==> config.mk <==
export PLATFORM = sky130hd
export DESIGN_NAME = vct_vc_layer
export DESIGN_NICKNAME = d
export VERILOG_FILES = /design/src/vct_vc_layer.v
export VERILOG_INCLUDE_DIRS = /design/src
export SDC_FILE = /design/constraint.sdc
export NUM_CORES = 1
export LEC_CHECK = 0
export ABC_CLOCK_PERIOD_IN_PS = 3300
export BUFFER_PORTS_ARGS = -buffer_cell sky130_fd_sc_hd__buf_2
export CAP_MARGIN = 20
export CORE_MARGIN = 10
export CORE_UTILIZATION = 57
export DETAILED_ROUTE_END_ITERATION = 16
export GPL_ROUTABILITY_DRIVEN = 0
export PLACE_DENSITY = 0.78
export SYNTH_ARGS = -nofsm -noshare
export SYNTH_HDL_FRONTEND = slang
export SYNTH_SLANG_ARGS = --single-unit
==> constraint.sdc <==
create_clock -name pclk -period 3.3 [get_ports pclk]
set_input_delay 0.66 -clock pclk [delete_from_list [all_inputs] [get_ports pclk]]
set_output_delay 0.66 -clock pclk [all_outputs]
set_load 0.05 [all_outputs]
==> src/vct_consts.vh <==
`ifndef VCT_CONSTS_VH
`define VCT_CONSTS_VH
// Register byte offsets
`define VCT_CTRL 8'h00
`define VCT_PRESCALE 8'h04
`define VCT_MATRIX 8'h08
`define VCT_SSF_CONN 8'h0C
`define VCT_MGMT 8'h10
`define VCT_STATUS 8'h14
`define VCT_EVENTS 8'h18
`define VCT_RDI_DATA 8'h1C
`define VCT_AIS_DATA 8'h20
`define VCT_BRPM 8'h24
`define VCT_DEFECT_INFO 8'h28
// Control fields
`define VCT_C_CC_EN 0
`define VCT_C_CC_OPT2 1
`define VCT_C_PM_EN 2
`define VCT_C_AIS_REP 3
`define VCT_C_RDI_REP 4
`define VCT_C_FIELDS 5
`define VCT_C_TOL_LO 8
`define VCT_CTRL_RST 32'h0000_0000
`define VCT_INFO_RST 16'h0000
// Management write fields
`define VCT_M_CC_ACT 0
`define VCT_M_CC_DEACT 1
`define VCT_M_PM_ACT 2
`define VCT_M_PM_DEACT 3
`define VCT_M_CC_RESP 4
`define VCT_M_PM_RESP 5
`define VCT_M_RESP_LO 8
// Cell kinds and OAM codes
`define VCT_K_USER 2'h0
`define VCT_K_E2E 2'h1
`define VCT_K_SEG 2'h2
`define VCT_O_AIS 4'h1
`define VCT_O_RDI 4'h2
`define VCT_O_CC 4'h3
`define VCT_O_PMF 4'h4
`define VCT_O_PMB 4'h5
`define VCT_O_ACT 4'h6
`define VCT_O_DEACT 4'h7
`define VCT_O_CONF 4'h8
`define VCT_O_DENY 4'h9
`define VCT_O_DCONF 4'hA
`define VCT_FILL 8'h6A
// Timing: base tick is half a second
`define VCT_CLK_NS 100
`define VCT_HALF_SEC_NS 500000000
`define VCT_TICK_CYCLES 24'h4C4B40
`define VCT_ONE_SEC_TICKS 4'h2
`define VCT_AIS_RDI_TICKS 4'h5
`define VCT_LOC_TICKS 4'h7
`define VCT_PM_BLOCK 8'h80
`endif

==> src/vct_vc_layer.v <==
// Functional notes
// - Matrix entries join a chosen input to an output; clearing removes it.
// - Each entry holds kind, one-way or two-way, and port ids.
// - Several outputs may take the same input at once.
// - Unconnected output sends no cells and server fail low.
// - Input server fail not marked connected is taken as false.
// - Source sends remote defect cells while sink requests, stops after.
// - Remote defect cell carries sink data, or 6A bytes if unused.
// - Option one: insert check cell after a second without cells.
// - Option two: insert one check cell per second always.
// - Monitoring enabled: forward cells, backward cells from sink results.
// - Management requests produce activate or deactivate cells.
// - Management responses produce confirm, deny or deactivate-confirm cells.
// - Sink strips all end-to-end OAM cells from the stream.
// - Remote defect cell: store fields, report, enter remote defect.
// - Remote defect clears after over 2.5 s without such cells.
// - Alarm cell: store fields, report, enter alarm state.
// - User or check cell ends the alarm state.
// - Without checking, alarm also ends after 2.5 s without alarm cells.
// - Received activate cell raises a request toward management.
// - Received confirm or deny cells raise a report toward management.
// - Stray segment OAM cells are discarded at the sink.
// - Checking on: continuity loss after 3.5 s silence, clear on cell.
// - Trail fail and remote defect follow server fail, loss or alarm.
// - Alarm fault reporting is a setting, off after reset.
`timescale 1ns/10ps
`default_nettype none
`include "vct_consts.vh"
module vct_vc_layer #(
  parameter [23:0] TICK_CYCLES = `VCT_TICK_CYCLES
) (
  input wire pclk,
  input wire presetn,
  input wire psel,
  input wire penable,
  input wire pwrite,
  input wire [7:0] paddr,
  input wire [31:0] pwdata,
  output reg [31:0] prdata,
  output wire pready,
  output reg pslverr,
  input wire [3:0] mx_in_valid,
  input wire [7:0] mx_in_kind,
  input wire [15:0] mx_in_code,
  input wire [63:0] mx_in_info,
  input wire [3:0] mx_in_ssf,
  output reg [3:0] mx_out_valid,
  output reg [7:0] mx_out_kind,
  output reg [15:0] mx_out_code,
  output reg [63:0] mx_out_info,
  output reg [3:0] mx_out_ssf,
  input wire src_in_valid,
  input wire [15:0] src_in_info,
  output reg src_out_valid,
  output reg [1:0] src_out_kind,
  output reg [3:0] src_out_code,
  output reg [15:0] src_out_info,
  input wire sink_in_valid,
  input wire [1:0] sink_in_kind,
  input wire [3:0] sink_in_code,
  input wire [15:0] sink_in_info,
  input wire sink_ssf,
  output reg sink_out_valid,
  output reg [15:0] sink_out_info,
  output wire sink_tsf
);
  reg [31:0] ctrl;
  reg [23:0] prescale;
  reg [31:0] matrix;
  reg [3:0] ssf_conn;
  reg [15:0] defect_info;
  reg [3:0] events;
  reg [15:0] rdi_data;
  reg [15:0] ais_data;
  reg [15:0] brpm;
  reg [23:0] pre_cnt;
  reg tick;
  reg [3:0] rdi_age;
  reg [3:0] ais_age;
  reg [3:0] loc_age;
  reg rdi_def;
  reg ais_def;
  reg loc_def;
  reg [7:0] blk_cnt;
  reg [15:0] user_cnt;
  reg [3:0] idle_age;
  reg [3:0] per_age;
  reg [3:0] rdi_gap;
  reg p_rdi;
  reg p_cc;
  reg p_pmf;
  reg p_pmb;
  reg p_req;
  reg [3:0] p_req_code;
  reg p_req_pm;
  reg p_rsp;
  reg [3:0] p_rsp_code;
  reg p_rsp_pm;
  reg [3:0] next_events;
  reg [3:0] sel_v;
  reg [7:0] sel_s;
  integer j;
  integer k;
  integer m;
  wire cc_en = ctrl[`VCT_C_CC_EN];
  wire pm_en = ctrl[`VCT_C_PM_EN];
  wire [3:0] tol = ctrl[`VCT_C_TOL_LO+3:`VCT_C_TOL_LO];
  // Limits kept one bit wider so a large tolerance cannot wrap
  wire [4:0] rdi_lim = {1'b0, `VCT_AIS_RDI_TICKS} + {1'b0, tol};
  wire [4:0] loc_lim = {1'b0, `VCT_LOC_TICKS} + {1'b0, tol};
  wire wr = psel & penable & pwrite;
  wire rd_ok;
  wire s_user = sink_in_valid && sink_in_kind == `VCT_K_USER;
  wire s_oam = sink_in_valid && sink_in_kind == `VCT_K_E2E;
  wire s_cc = s_oam && sink_in_code == `VCT_O_CC;
  wire remote_req;
  wire [15:0] remote_data;
  wire mgmt_wr = wr && paddr == `VCT_MGMT;

  function [3:0] age_inc;
    input [3:0] age;
    input t;
    begin
      age_inc = (t && age != 4'hF) ? age + 4'h1 : age;
    end
  endfunction

  function [3:0] resp_code;
    input [1:0] sel;
    begin
      case (sel)
        2'h0: resp_code = `VCT_O_CONF;
        2'h1: resp_code = `VCT_O_DENY;
        default: resp_code = `VCT_O_DCONF;
      endcase
    end
  endfunction

  assign pready = 1'b1;
  assign rd_ok = paddr == `VCT_CTRL || paddr == `VCT_PRESCALE ||
    paddr == `VCT_MATRIX || paddr == `VCT_SSF_CONN ||
    paddr == `VCT_MGMT || paddr == `VCT_STATUS ||
    paddr == `VCT_EVENTS || paddr == `VCT_RDI_DATA ||
    paddr == `VCT_AIS_DATA || paddr == `VCT_BRPM ||
    paddr == `VCT_DEFECT_INFO;

  always @* begin
    pslverr = psel & penable & ~rd_ok;
    case (paddr)
      `VCT_CTRL: prdata = ctrl;
      `VCT_PRESCALE: prdata = {8'h00, prescale};
      `VCT_MATRIX: prdata = matrix;
      `VCT_SSF_CONN: prdata = {28'h0000000, ssf_conn};
      `VCT_STATUS: prdata = {25'h0000000, sink_tsf,
        loc_def & ~sink_ssf & ~ais_def,
        ais_def & ~sink_ssf & ctrl[`VCT_C_AIS_REP],
        rdi_def & ctrl[`VCT_C_RDI_REP],
        loc_def, ais_def, rdi_def};
      `VCT_EVENTS: prdata = {28'h0000000, events};
      `VCT_RDI_DATA: prdata = {16'h0000, rdi_data};
      `VCT_AIS_DATA: prdata = {16'h0000, ais_data};
      `VCT_BRPM: prdata = {16'h0000, brpm};
      `VCT_DEFECT_INFO: prdata = {16'h0000, defect_info};
      default: prdata = 32'h0000_0000;
    endcase
  end

  // Register writes
  always @(posedge pclk or negedge presetn) begin
    if (!presetn) begin
      ctrl <= `VCT_CTRL_RST;
      prescale <= TICK_CYCLES;
      matrix <= 32'h0000_0000;
      ssf_conn <= 4'h0;
      defect_info <= `VCT_INFO_RST;
    end else if (wr) begin
      case (paddr)
        `VCT_CTRL: ctrl <= pwdata;
        `VCT_PRESCALE: prescale <= pwdata[23:0];
        `VCT_MATRIX: matrix <= pwdata;
        `VCT_SSF_CONN: ssf_conn <= pwdata[3:0];
        `VCT_DEFECT_INFO: defect_info <= pwdata[15:0];
        default: ctrl <= ctrl;
      endcase
    end
  end

  // Routing: byte j = {dir, kind, src[1:0], en}; two-way adds reverse path
  always @* begin
    for (j = 0; j < 4; j = j + 1) begin
      sel_v[j] = 1'b0;
      sel_s[2*j +: 2] = 2'h0;
      for (k = 0; k < 4; k = k + 1) begin
        if (matrix[8*k] && k == j) begin
          sel_v[j] = 1'b1;
          sel_s[2*j +: 2] = matrix[8*k+1 +: 2];
        end
        if (matrix[8*k] && matrix[8*k+4] &&
            matrix[8*k+1 +: 2] == j[1:0]) begin
          sel_v[j] = 1'b1;
          sel_s[2*j +: 2] = k[1:0];
        end
      end
    end
  end

  always @(posedge pclk or negedge presetn) begin
    if (!presetn) begin
      mx_out_valid <= 4'h0;
      mx_out_kind <= 8'h00;
      mx_out_code <= 16'h0000;
      mx_out_info <= 64'h0;
      mx_out_ssf <= 4'h0;
    end else begin
      for (m = 0; m < 4; m = m + 1) begin
        mx_out_valid[m] <= sel_v[m] &
          mx_in_valid[sel_s[2*m +: 2]];
        mx_out_kind[2*m +: 2] <= mx_in_kind[2*sel_s[2*m +: 2] +: 2];
        mx_out_code[4*m +: 4] <= mx_in_code[4*sel_s[2*m +: 2] +: 4];
        mx_out_info[16*m +: 16] <= mx_in_info[16*sel_s[2*m +: 2] +: 16];
        mx_out_ssf[m] <= sel_v[m] & mx_in_ssf[sel_s[2*m +: 2]] &
          ssf_conn[sel_s[2*m +: 2]];
      end
    end
  end

  // Half-second tick
  always @(posedge pclk or negedge presetn) begin
    if (!presetn) begin
      pre_cnt <= 24'h000000;
      tick <= 1'b0;
    end else begin
      tick <= pre_cnt + 24'h000001 >= prescale;
      pre_cnt <= (pre_cnt + 24'h000001 >= prescale) ? 24'h000000 :
        pre_cnt + 24'h000001;
    end
  end

  // Sink defects
  always @(posedge pclk or negedge presetn) begin
    if (!presetn) begin
      rdi_def <= 1'b0;
      ais_def <= 1'b0;
      loc_def <= 1'b0;
      rdi_age <= 4'h0;
      ais_age <= 4'h0;
      loc_age <= 4'h0;
      rdi_data <= 16'h0000;
      ais_data <= 16'h0000;
      sink_out_valid <= 1'b0;
      sink_out_info <= 16'h0000;
      user_cnt <= 16'h0000;
      brpm <= 16'h0000;
    end else begin
      sink_out_valid <= s_user;
      sink_out_info <= sink_in_info;
      rdi_age <= age_inc(rdi_age, tick);
      ais_age <= age_inc(ais_age, tick);
      loc_age <= age_inc(loc_age, tick);
      if (s_user && pm_en)
        user_cnt <= user_cnt + 16'h0001;
      if (s_oam && sink_in_code == `VCT_O_PMF)
        brpm <= user_cnt;
      if ({1'b0, rdi_age} > rdi_lim)
        rdi_def <= 1'b0;
      if (!cc_en && {1'b0, ais_age} > rdi_lim)
        ais_def <= 1'b0;
      if (cc_en && {1'b0, loc_age} >= loc_lim)
        loc_def <= 1'b1;
      if (!cc_en)
        loc_def <= 1'b0;
      if (s_user || s_cc) begin
        ais_def <= 1'b0;
        loc_def <= 1'b0;
        loc_age <= 4'h0;
      end
      if (s_oam && sink_in_code == `VCT_O_RDI) begin
        rdi_def <= 1'b1;
        rdi_data <= sink_in_info;
        rdi_age <= 4'h0;
      end
      if (s_oam && sink_in_code == `VCT_O_AIS) begin
        ais_def <= 1'b1;
        ais_data <= sink_in_info;
        ais_age <= 4'h0;
      end
    end
  end

  assign sink_tsf = sink_ssf | loc_def | ais_def;
  assign remote_req = sink_tsf;
  assign remote_data = !ctrl[`VCT_C_FIELDS] ? {`VCT_FILL, `VCT_FILL} :
    ais_def ? ais_data : defect_info;

  // Management events, bit set beats write-one clear
  always @* begin
    next_events = events;
    if (wr && paddr == `VCT_EVENTS)
      next_events = events & ~pwdata[3:0];
    if (s_oam && sink_in_code == `VCT_O_ACT)
      next_events[{1'b0, sink_in_info[15]}] = 1'b1;
    if (s_oam && (sink_in_code == `VCT_O_CONF ||
        sink_in_code == `VCT_O_DENY || sink_in_code == `VCT_O_DCONF))
      next_events[{1'b1, sink_in_info[15]}] = 1'b1;
  end

  always @(posedge pclk or negedge presetn) begin
    if (!presetn)
      events <= 4'h0;
    else
      events <= next_events;
  end

  // Source insertion
  always @(posedge pclk or negedge presetn) begin
    if (!presetn) begin
      idle_age <= 4'h0;
      per_age <= 4'h0;
      rdi_gap <= 4'h0;
      blk_cnt <= 8'h00;
      p_rdi <= 1'b0;
      p_cc <= 1'b0;
      p_pmf <= 1'b0;
      p_pmb <= 1'b0;
      p_req <= 1'b0;
      p_req_code <= 4'h0;
      p_req_pm <= 1'b0;
      p_rsp <= 1'b0;
      p_rsp_code <= 4'h0;
      p_rsp_pm <= 1'b0;
      src_out_valid <= 1'b0;
      src_out_kind <= `VCT_K_USER;
      src_out_code <= 4'h0;
      src_out_info <= 16'h0000;
    end else begin
      idle_age <= age_inc(idle_age, tick);
      per_age <= tick && per_age + 4'h1 >= `VCT_ONE_SEC_TICKS ? 4'h0 :
        age_inc(per_age, tick);
      rdi_gap <= tick && rdi_gap + 4'h1 >= `VCT_ONE_SEC_TICKS ? 4'h0 :
        age_inc(rdi_gap, tick);
      if (remote_req && (rdi_gap == 4'h0) && tick)
        p_rdi <= 1'b1;
      if (!remote_req)
        p_rdi <= 1'b0;
      if (cc_en && !ctrl[`VCT_C_CC_OPT2] && idle_age >= `VCT_ONE_SEC_TICKS)
        p_cc <= 1'b1;
      if (cc_en && ctrl[`VCT_C_CC_OPT2] && tick &&
          per_age + 4'h1 >= `VCT_ONE_SEC_TICKS)
        p_cc <= 1'b1;
      if (src_in_valid && pm_en) begin
        blk_cnt <= blk_cnt + 8'h01;
        if (blk_cnt + 8'h01 == `VCT_PM_BLOCK)
          p_pmf <= 1'b1;
      end
      if (pm_en && s_oam && sink_in_code == `VCT_O_PMF)
        p_pmb <= 1'b1;
      if (mgmt_wr && |pwdata[`VCT_M_PM_DEACT:`VCT_M_CC_ACT]) begin
        p_req <= 1'b1;
        p_req_pm <= pwdata[`VCT_M_PM_ACT] | pwdata[`VCT_M_PM_DEACT];
        p_req_code <= (pwdata[`VCT_M_CC_ACT] | pwdata[`VCT_M_PM_ACT]) ?
          `VCT_O_ACT : `VCT_O_DEACT;
      end
      if (mgmt_wr && |pwdata[`VCT_M_PM_RESP:`VCT_M_CC_RESP]) begin
        p_rsp <= 1'b1;
        p_rsp_pm <= pwdata[`VCT_M_PM_RESP];
        p_rsp_code <= resp_code(pwdata[`VCT_M_RESP_LO+1:`VCT_M_RESP_LO]);
      end
      src_out_valid <= 1'b1;
      src_out_kind <= `VCT_K_E2E;
      src_out_info <= 16'h0000;
      if (src_in_valid) begin
        src_out_kind <= `VCT_K_USER;
        src_out_code <= 4'h0;
        src_out_info <= src_in_info;
        idle_age <= 4'h0;
      end else if (p_rsp) begin
        src_out_code <= p_rsp_code;
        src_out_info <= {p_rsp_pm, 15'h0000};
        p_rsp <= 1'b0;
      end else if (p_req) begin
        src_out_code <= p_req_code;
        src_out_info <= {p_req_pm, 15'h0000};
        p_req <= 1'b0;
      end else if (p_rdi && remote_req) begin
        src_out_code <= `VCT_O_RDI;
        src_out_info <= remote_data;
        p_rdi <= 1'b0;
      end else if (p_cc && cc_en) begin
        src_out_code <= `VCT_O_CC;
        p_cc <= 1'b0;
        idle_age <= 4'h0;
      end else if (p_pmf && pm_en) begin
        src_out_code <= `VCT_O_PMF;
        src_out_info <= blk_cnt == 8'h00 ? {8'h00, `VCT_PM_BLOCK} : 16'h0000;
        p_pmf <= 1'b0;
      end else if (p_pmb && pm_en) begin
        src_out_code <= `VCT_O_PMB;
        src_out_info <= brpm;
        p_pmb <= 1'b0;
      end else begin
        src_out_valid <= 1'b0;
        src_out_kind <= `VCT_K_USER;
        src_out_code <= 4'h0;
      end
    end
  end
endmodule
`default_nettype wire

After elaboration in Yosys (flattened, before gate mapping). Cells that the tools add are included.

Shift operators: 12. Reduce and logical (&&, ||, !) cells: 97. Equal/unequal tests: 40. Add/subtract/negate cells: 11. Bitwise gates (word level): 31. Magnitude comparators: 15. Mux-type cells: 163.

Operator list (number): 32-bit case mux with 10 select lines (1); 64-bit by 7-bit variable part select with 16-bit output (4); 16-bit two-way mux (9); 1-bit two-way mux (95); 4-bit two-way mux (22); 16-bit by 5-bit variable part select with 4-bit output (4); 1-bit logical AND (59); 8-bit by 5-bit == test with 1-bit output (second input constant) (4); 8-bit by 4-bit variable part select with 2-bit output (4); 2-bit two-way mux (15); 24-bit by 1-bit adder with 24-bit output (second input constant) (1); 4-bit by 1-bit adder with 4-bit output (second input constant) (6); 1-bit binary-select mux with 2-bit select (12); 8-bit by 6-bit == test with 1-bit output (second input constant) (3); 24-bit >= comparator (1); 24-bit two-way mux (1); 4-bit != test (second input constant) (6); 1-bit bitwise AND (20); 16-bit by 1-bit adder with 16-bit output (second input constant) (1); 2-bit == test (second input constant) (8); 8-bit by 4-bit == test with 1-bit output (second input constant) (2); 8-bit zero test (2); 2-bit by 3-bit less-than comparator with 1-bit output (second input constant) (5); 1-bit logical OR (13); other kinds (34) (71).

Register bits: 388. Output and inout bits: 171.

Depth between registers and ports, before layout.
Depth after elaboration: 13. Mapped depth: 12.

Worst setup path before layout. No wires, ideal clock.

Path kind: input -> output. Start point: input port paddr[4]. End point: output port prdata[6]. Data arrival time: 2.907 ns. Data required time: 2.640 ns. Stages: 7. Buffers on the path: 2. Path slack: -0.267 ns. Cells stage by stage: buf_2 -> nor4b_2 -> clkbuf_1 -> a22oi_1 -> nor2_1 -> a21oi_1 -> o21ai_0.

Cells in the longest elaborated chain, start to end: 2. Elaborated cells between the ends (all ways): 11. Classes of those cells: 9 x eq/ne; 1 x mux; 1 x reduce/logical.

RTL lines: from (decl) (line vct_vc_layer.v:37) `input wire [7:0] paddr,`; 8-bit by 6-bit == test with 1-bit output (tied with other cells) (line vct_vc_layer.v:149) `case (paddr)`; 32-bit case mux with 10 select lines (*) (line vct_vc_layer.v:149); to (decl) (line vct_vc_layer.v:39) `output reg [31:0] prdata,`.

Every way passes the cells marked *; elsewhere a longest branch is shown, timed or not.

Worst setup path after layout.
Start point: input port paddr[1]. End point: output port prdata[6].

Same word-level chain as after synthesis.

==> flow_summary_export.csv <==
group,metric,value,unit
critical_path,required,2.64,ns
yosys,ys.flop_type,"dfrtp_1",
global_route,grt_overflow,0,
yosys,ys_types,83,
floorplanning,rows,67,
power_and_ir_drop,power.density,491,mW/mm2
critical_path,crit_arrival,2.63,ns
detailed_routing,drtAntennaViolNets,0,
sta,finalCriticalPeriod,3.29,ns
detailed_routing,wl_per_cell,24.3,um
yosys,avgSynthCellArea,10.5,um2
global_route,grt_usage,29.9,%
yosys,yosysSeqAreaShare,49.0,%
yosys,async_flop_share,100,%
yosys,synth_nets,2112,
sta,timing.final.crit_share,99.8,%
global_route,grt_max_degree,74,
yosys,synth-edff-count,0,
critical_path,crit_top_cell,"buf_2",
cts,clk_pin_slew,0.06,ns
critical_path,cpMaxStageDelayCell,"and4_1",
power_and_ir_drop,total_leakage_power,0.0115,uW
detailed_routing,via_count,17383,
sta,setup_viol,0,
critical_path,end_kind,"output port",
cts,cts-root-buf,"clkbuf_16",
sta,fmax,304,MHz
sta,fin_ws,0.00648,ns
sta,clock_skew,0.0153,ns
finish,drive_gt1_share,28.5,%
detailed_routing,wl,65700,um
critical_path,r2r-start,"pre_cnt[6]$_DFF_PN0_",
sta,fin_hold_ws,0.0891,ns
sta,tightestPinTransition,1.12,ns
cts,htreeDepth,2,
critical_path,crit_chain,"buf_2 -> nor2_1 -> and4_1 -> a221oi_1 -> o21ai_1 -> buf_2",
floorplanning,core_area,0.0338,mm2
yosys,syn_inst,1877,
global_route,antenna_found_initial,11,
flow_run,drv_cap,0,
critical_path,startpoint,"paddr[1]",
worst_hold_path,hold_class,"in2async",
yosys,ys_ff_latch,384,
cts,clock_sinks,384,
cts,cts_tree,"yes",
critical_path,critPathMaxFanout,13,
global_route,grt_pass1_vias,17034,
yosys,yosysWarnings,0,
critical_path,critPathLaunchType,"primary input",
floorplanning,num_io_pins,353,
critical_path,reg2reg_depth,11,
place,dp_hpwl,48100,um
finish,fin_util,70.1,%
global_route,grt_pass1_wl,99800,um
finish,num-fill-cells,2459,
critical_path,reg2reg_slack,0.21,ns
critical_path,path_class,"in2out",
critical_path,slowest_delay,0.67,ns
cts,cts_buffer_depth,3,
cts,holdBufCountCts,0,
floorplanning,dieArea,0.0423,mm2
cts,clock_latency,0.55,ns
floorplanning,die_h,206,um
sta,drv_slew,0,
power_and_ir_drop,ir_drop,0.326,mV
cts,cts_buffers,41,
detailed_routing,drt-vias-per-instance,6.42,
status,outcome,"completed",
floorplanning,initial_core_util,58.2,%
place,dp_slack,0.0487,ns
sta,tns,0,ns
detailed_routing,first_iter_violations,1717,
detailed_routing,drc,0,
detailed_routing,firstDrtPassIters,7,
finish,finalNetCount,2454,
sta,final-hold-violation-count,0,
yosys,synth_area,0.0196,mm2
critical_path,r2r-end,"pre_cnt[18]$_DFF_PN0_",
finish,synthToLayoutAreaGrowth,20.6,%
sta,slew_headroom,25.0,%
floorplanning,die_w,206,um
place,port_buffers,350,
power_and_ir_drop,power.total,11600,uW
final cells by class:
class	count	area [um2]	share of cell area, %
Clock buffer	61	1280	5.42
Tap cell	448	561	2.37
Antenna cell	11	27.5	0.116
Timing Repair Buffer	411	2420	10.2
Multi-Input combinational cell	1331	9430	39.8
Inverter	50	188	0.792
Clock inverter	11	168	0.708
Sequential cell	384	9620	40.6
cells in the final DEF, fill, tap and decap left out, drive strengths merged, types with 27 or more instances in the layout:
cell,synthesis,layout
a22oi,46,46
xnor2,37,37
nor3b,27,27
nand3,48,48
inv,50,52
buf,57,411
mux2i,82,82
a211oi,49,49
nand2,233,233
and2,32,32
dfrtp,376,376
a21oi,93,93
nor2b,34,34
mux2,120,120
o21ai,76,76
o22ai,33,33
clkbuf,55,61
ha,53,53
a31oi,32,32
nor2,84,84
cells in the mapped netlist, types with 31 or more instances:
| cell | number | area [um2] |
|---|---|---|
| a22oi_1 | 46 | 345 |
| nand2_1 | 232 | 871 |
| inv_1 | 50 | 188 |
| mux2i_1 | 82 | 821 |
| buf_2 | 35 | 175 |
| mux2_2 | 110 | 1240 |
| xnor2_1 | 37 | 324 |
| clkbuf_1 | 55 | 206 |
| o22ai_1 | 33 | 206 |
| nand3_1 | 47 | 235 |
| nor2b_1 | 34 | 213 |
| a31oi_1 | 31 | 194 |
| dfrtp_1 | 376 | 9410 |
| a21oi_1 | 93 | 465 |
| a211oi_1 | 49 | 368 |
| ha_1 | 53 | 663 |
| o21ai_0 | 75 | 375 |
| nor2_1 | 82 | 308 |
power by group:
part | leakage [uW] | internal, uW | total [uW] | switching [uW]
clock network | 0.000718 | 3000 | 4940 | 1940
registers | 0.00487 | 4990 | 5250 | 265
logic | 0.00592 | 492 | 1440 | 951
per-layer routing:
| metal | vias up | part of all wire [%] | track usage [%] |
|---|---|---|---|
| met3 | 164 | 11 | 6.31 |
| met2 | 1088 | 49 | 49.4 |
| met1 | 8578 | 37 | 37.9 |
| li1 | 7551 | - | - |
| met4 | 2 | 3.3 | 11.1 |
| met5 | - | 0.020 | 0 |
cell families (layout without fill, tap and decap cells):
family / after synthesis / after routing / share of synthesized area (%)
xor gates and xnor gates: 58 / 58 / 2.59
AOI/OAI and AO/OA: 445 / 445 / 15.3
muxes: 205 / 205 / 11.4
adders and majority gates: 53 / 53 / 3.38
DFF: 384 / 384 / 49.0
and+or+nand+nor: 568 / 568 / 14.7
buffers and inverters: 162 / 533 / 3.68
other: 2 / 13 / 0.0382
registers in the layout, summed over array words and instances (netlist names), 8 cells and up:
signal and cells:
defect_info 16, prescale 24, ctrl 32, mx_out_kind 8, rdi_data 16, pre_cnt 24
blk_cnt 8, mx_out_code 16, mx_out_info 64, matrix 32, sink_out_info 16, ais_data 16
brpm 16, src_out_info 16, user_cnt 16
worst max-delay path: cells and delay by family:
| kind | cells | cell delay, ns |
|---|---|---|
| buffers and inverters | 2 | 0.46 |
| AO/OA/AOI/OAI | 2 | 0.40 |
| AND/OR/NAND/NOR | 2 | 1.09 |
repair_timing:
action,CTS,global route
endpoints found under the setup margin,0,26
gates resized for setup,0,10
buffers inserted,0,1
worst max path at each step:
stage / end
finish: prdata[6]
global route: pre_cnt[9]$_DFF_PN0_
CTS: pre_cnt[8]$_DFF_PN0_
detailed placement: prdata[2]
global placement: prdata[2]
floorplan: prdata[13]
through the flow:
stage / cell area (um2) / cells
after floorplan: 19600 / 1877
after CTS: 23600 / 2695
after detailed placement: 22200 / 2623
after global routing: 23700 / 2706
final: 23700 / 2707
after global placement: 22200 / 2623
Power figures use the tool's default switching activity.
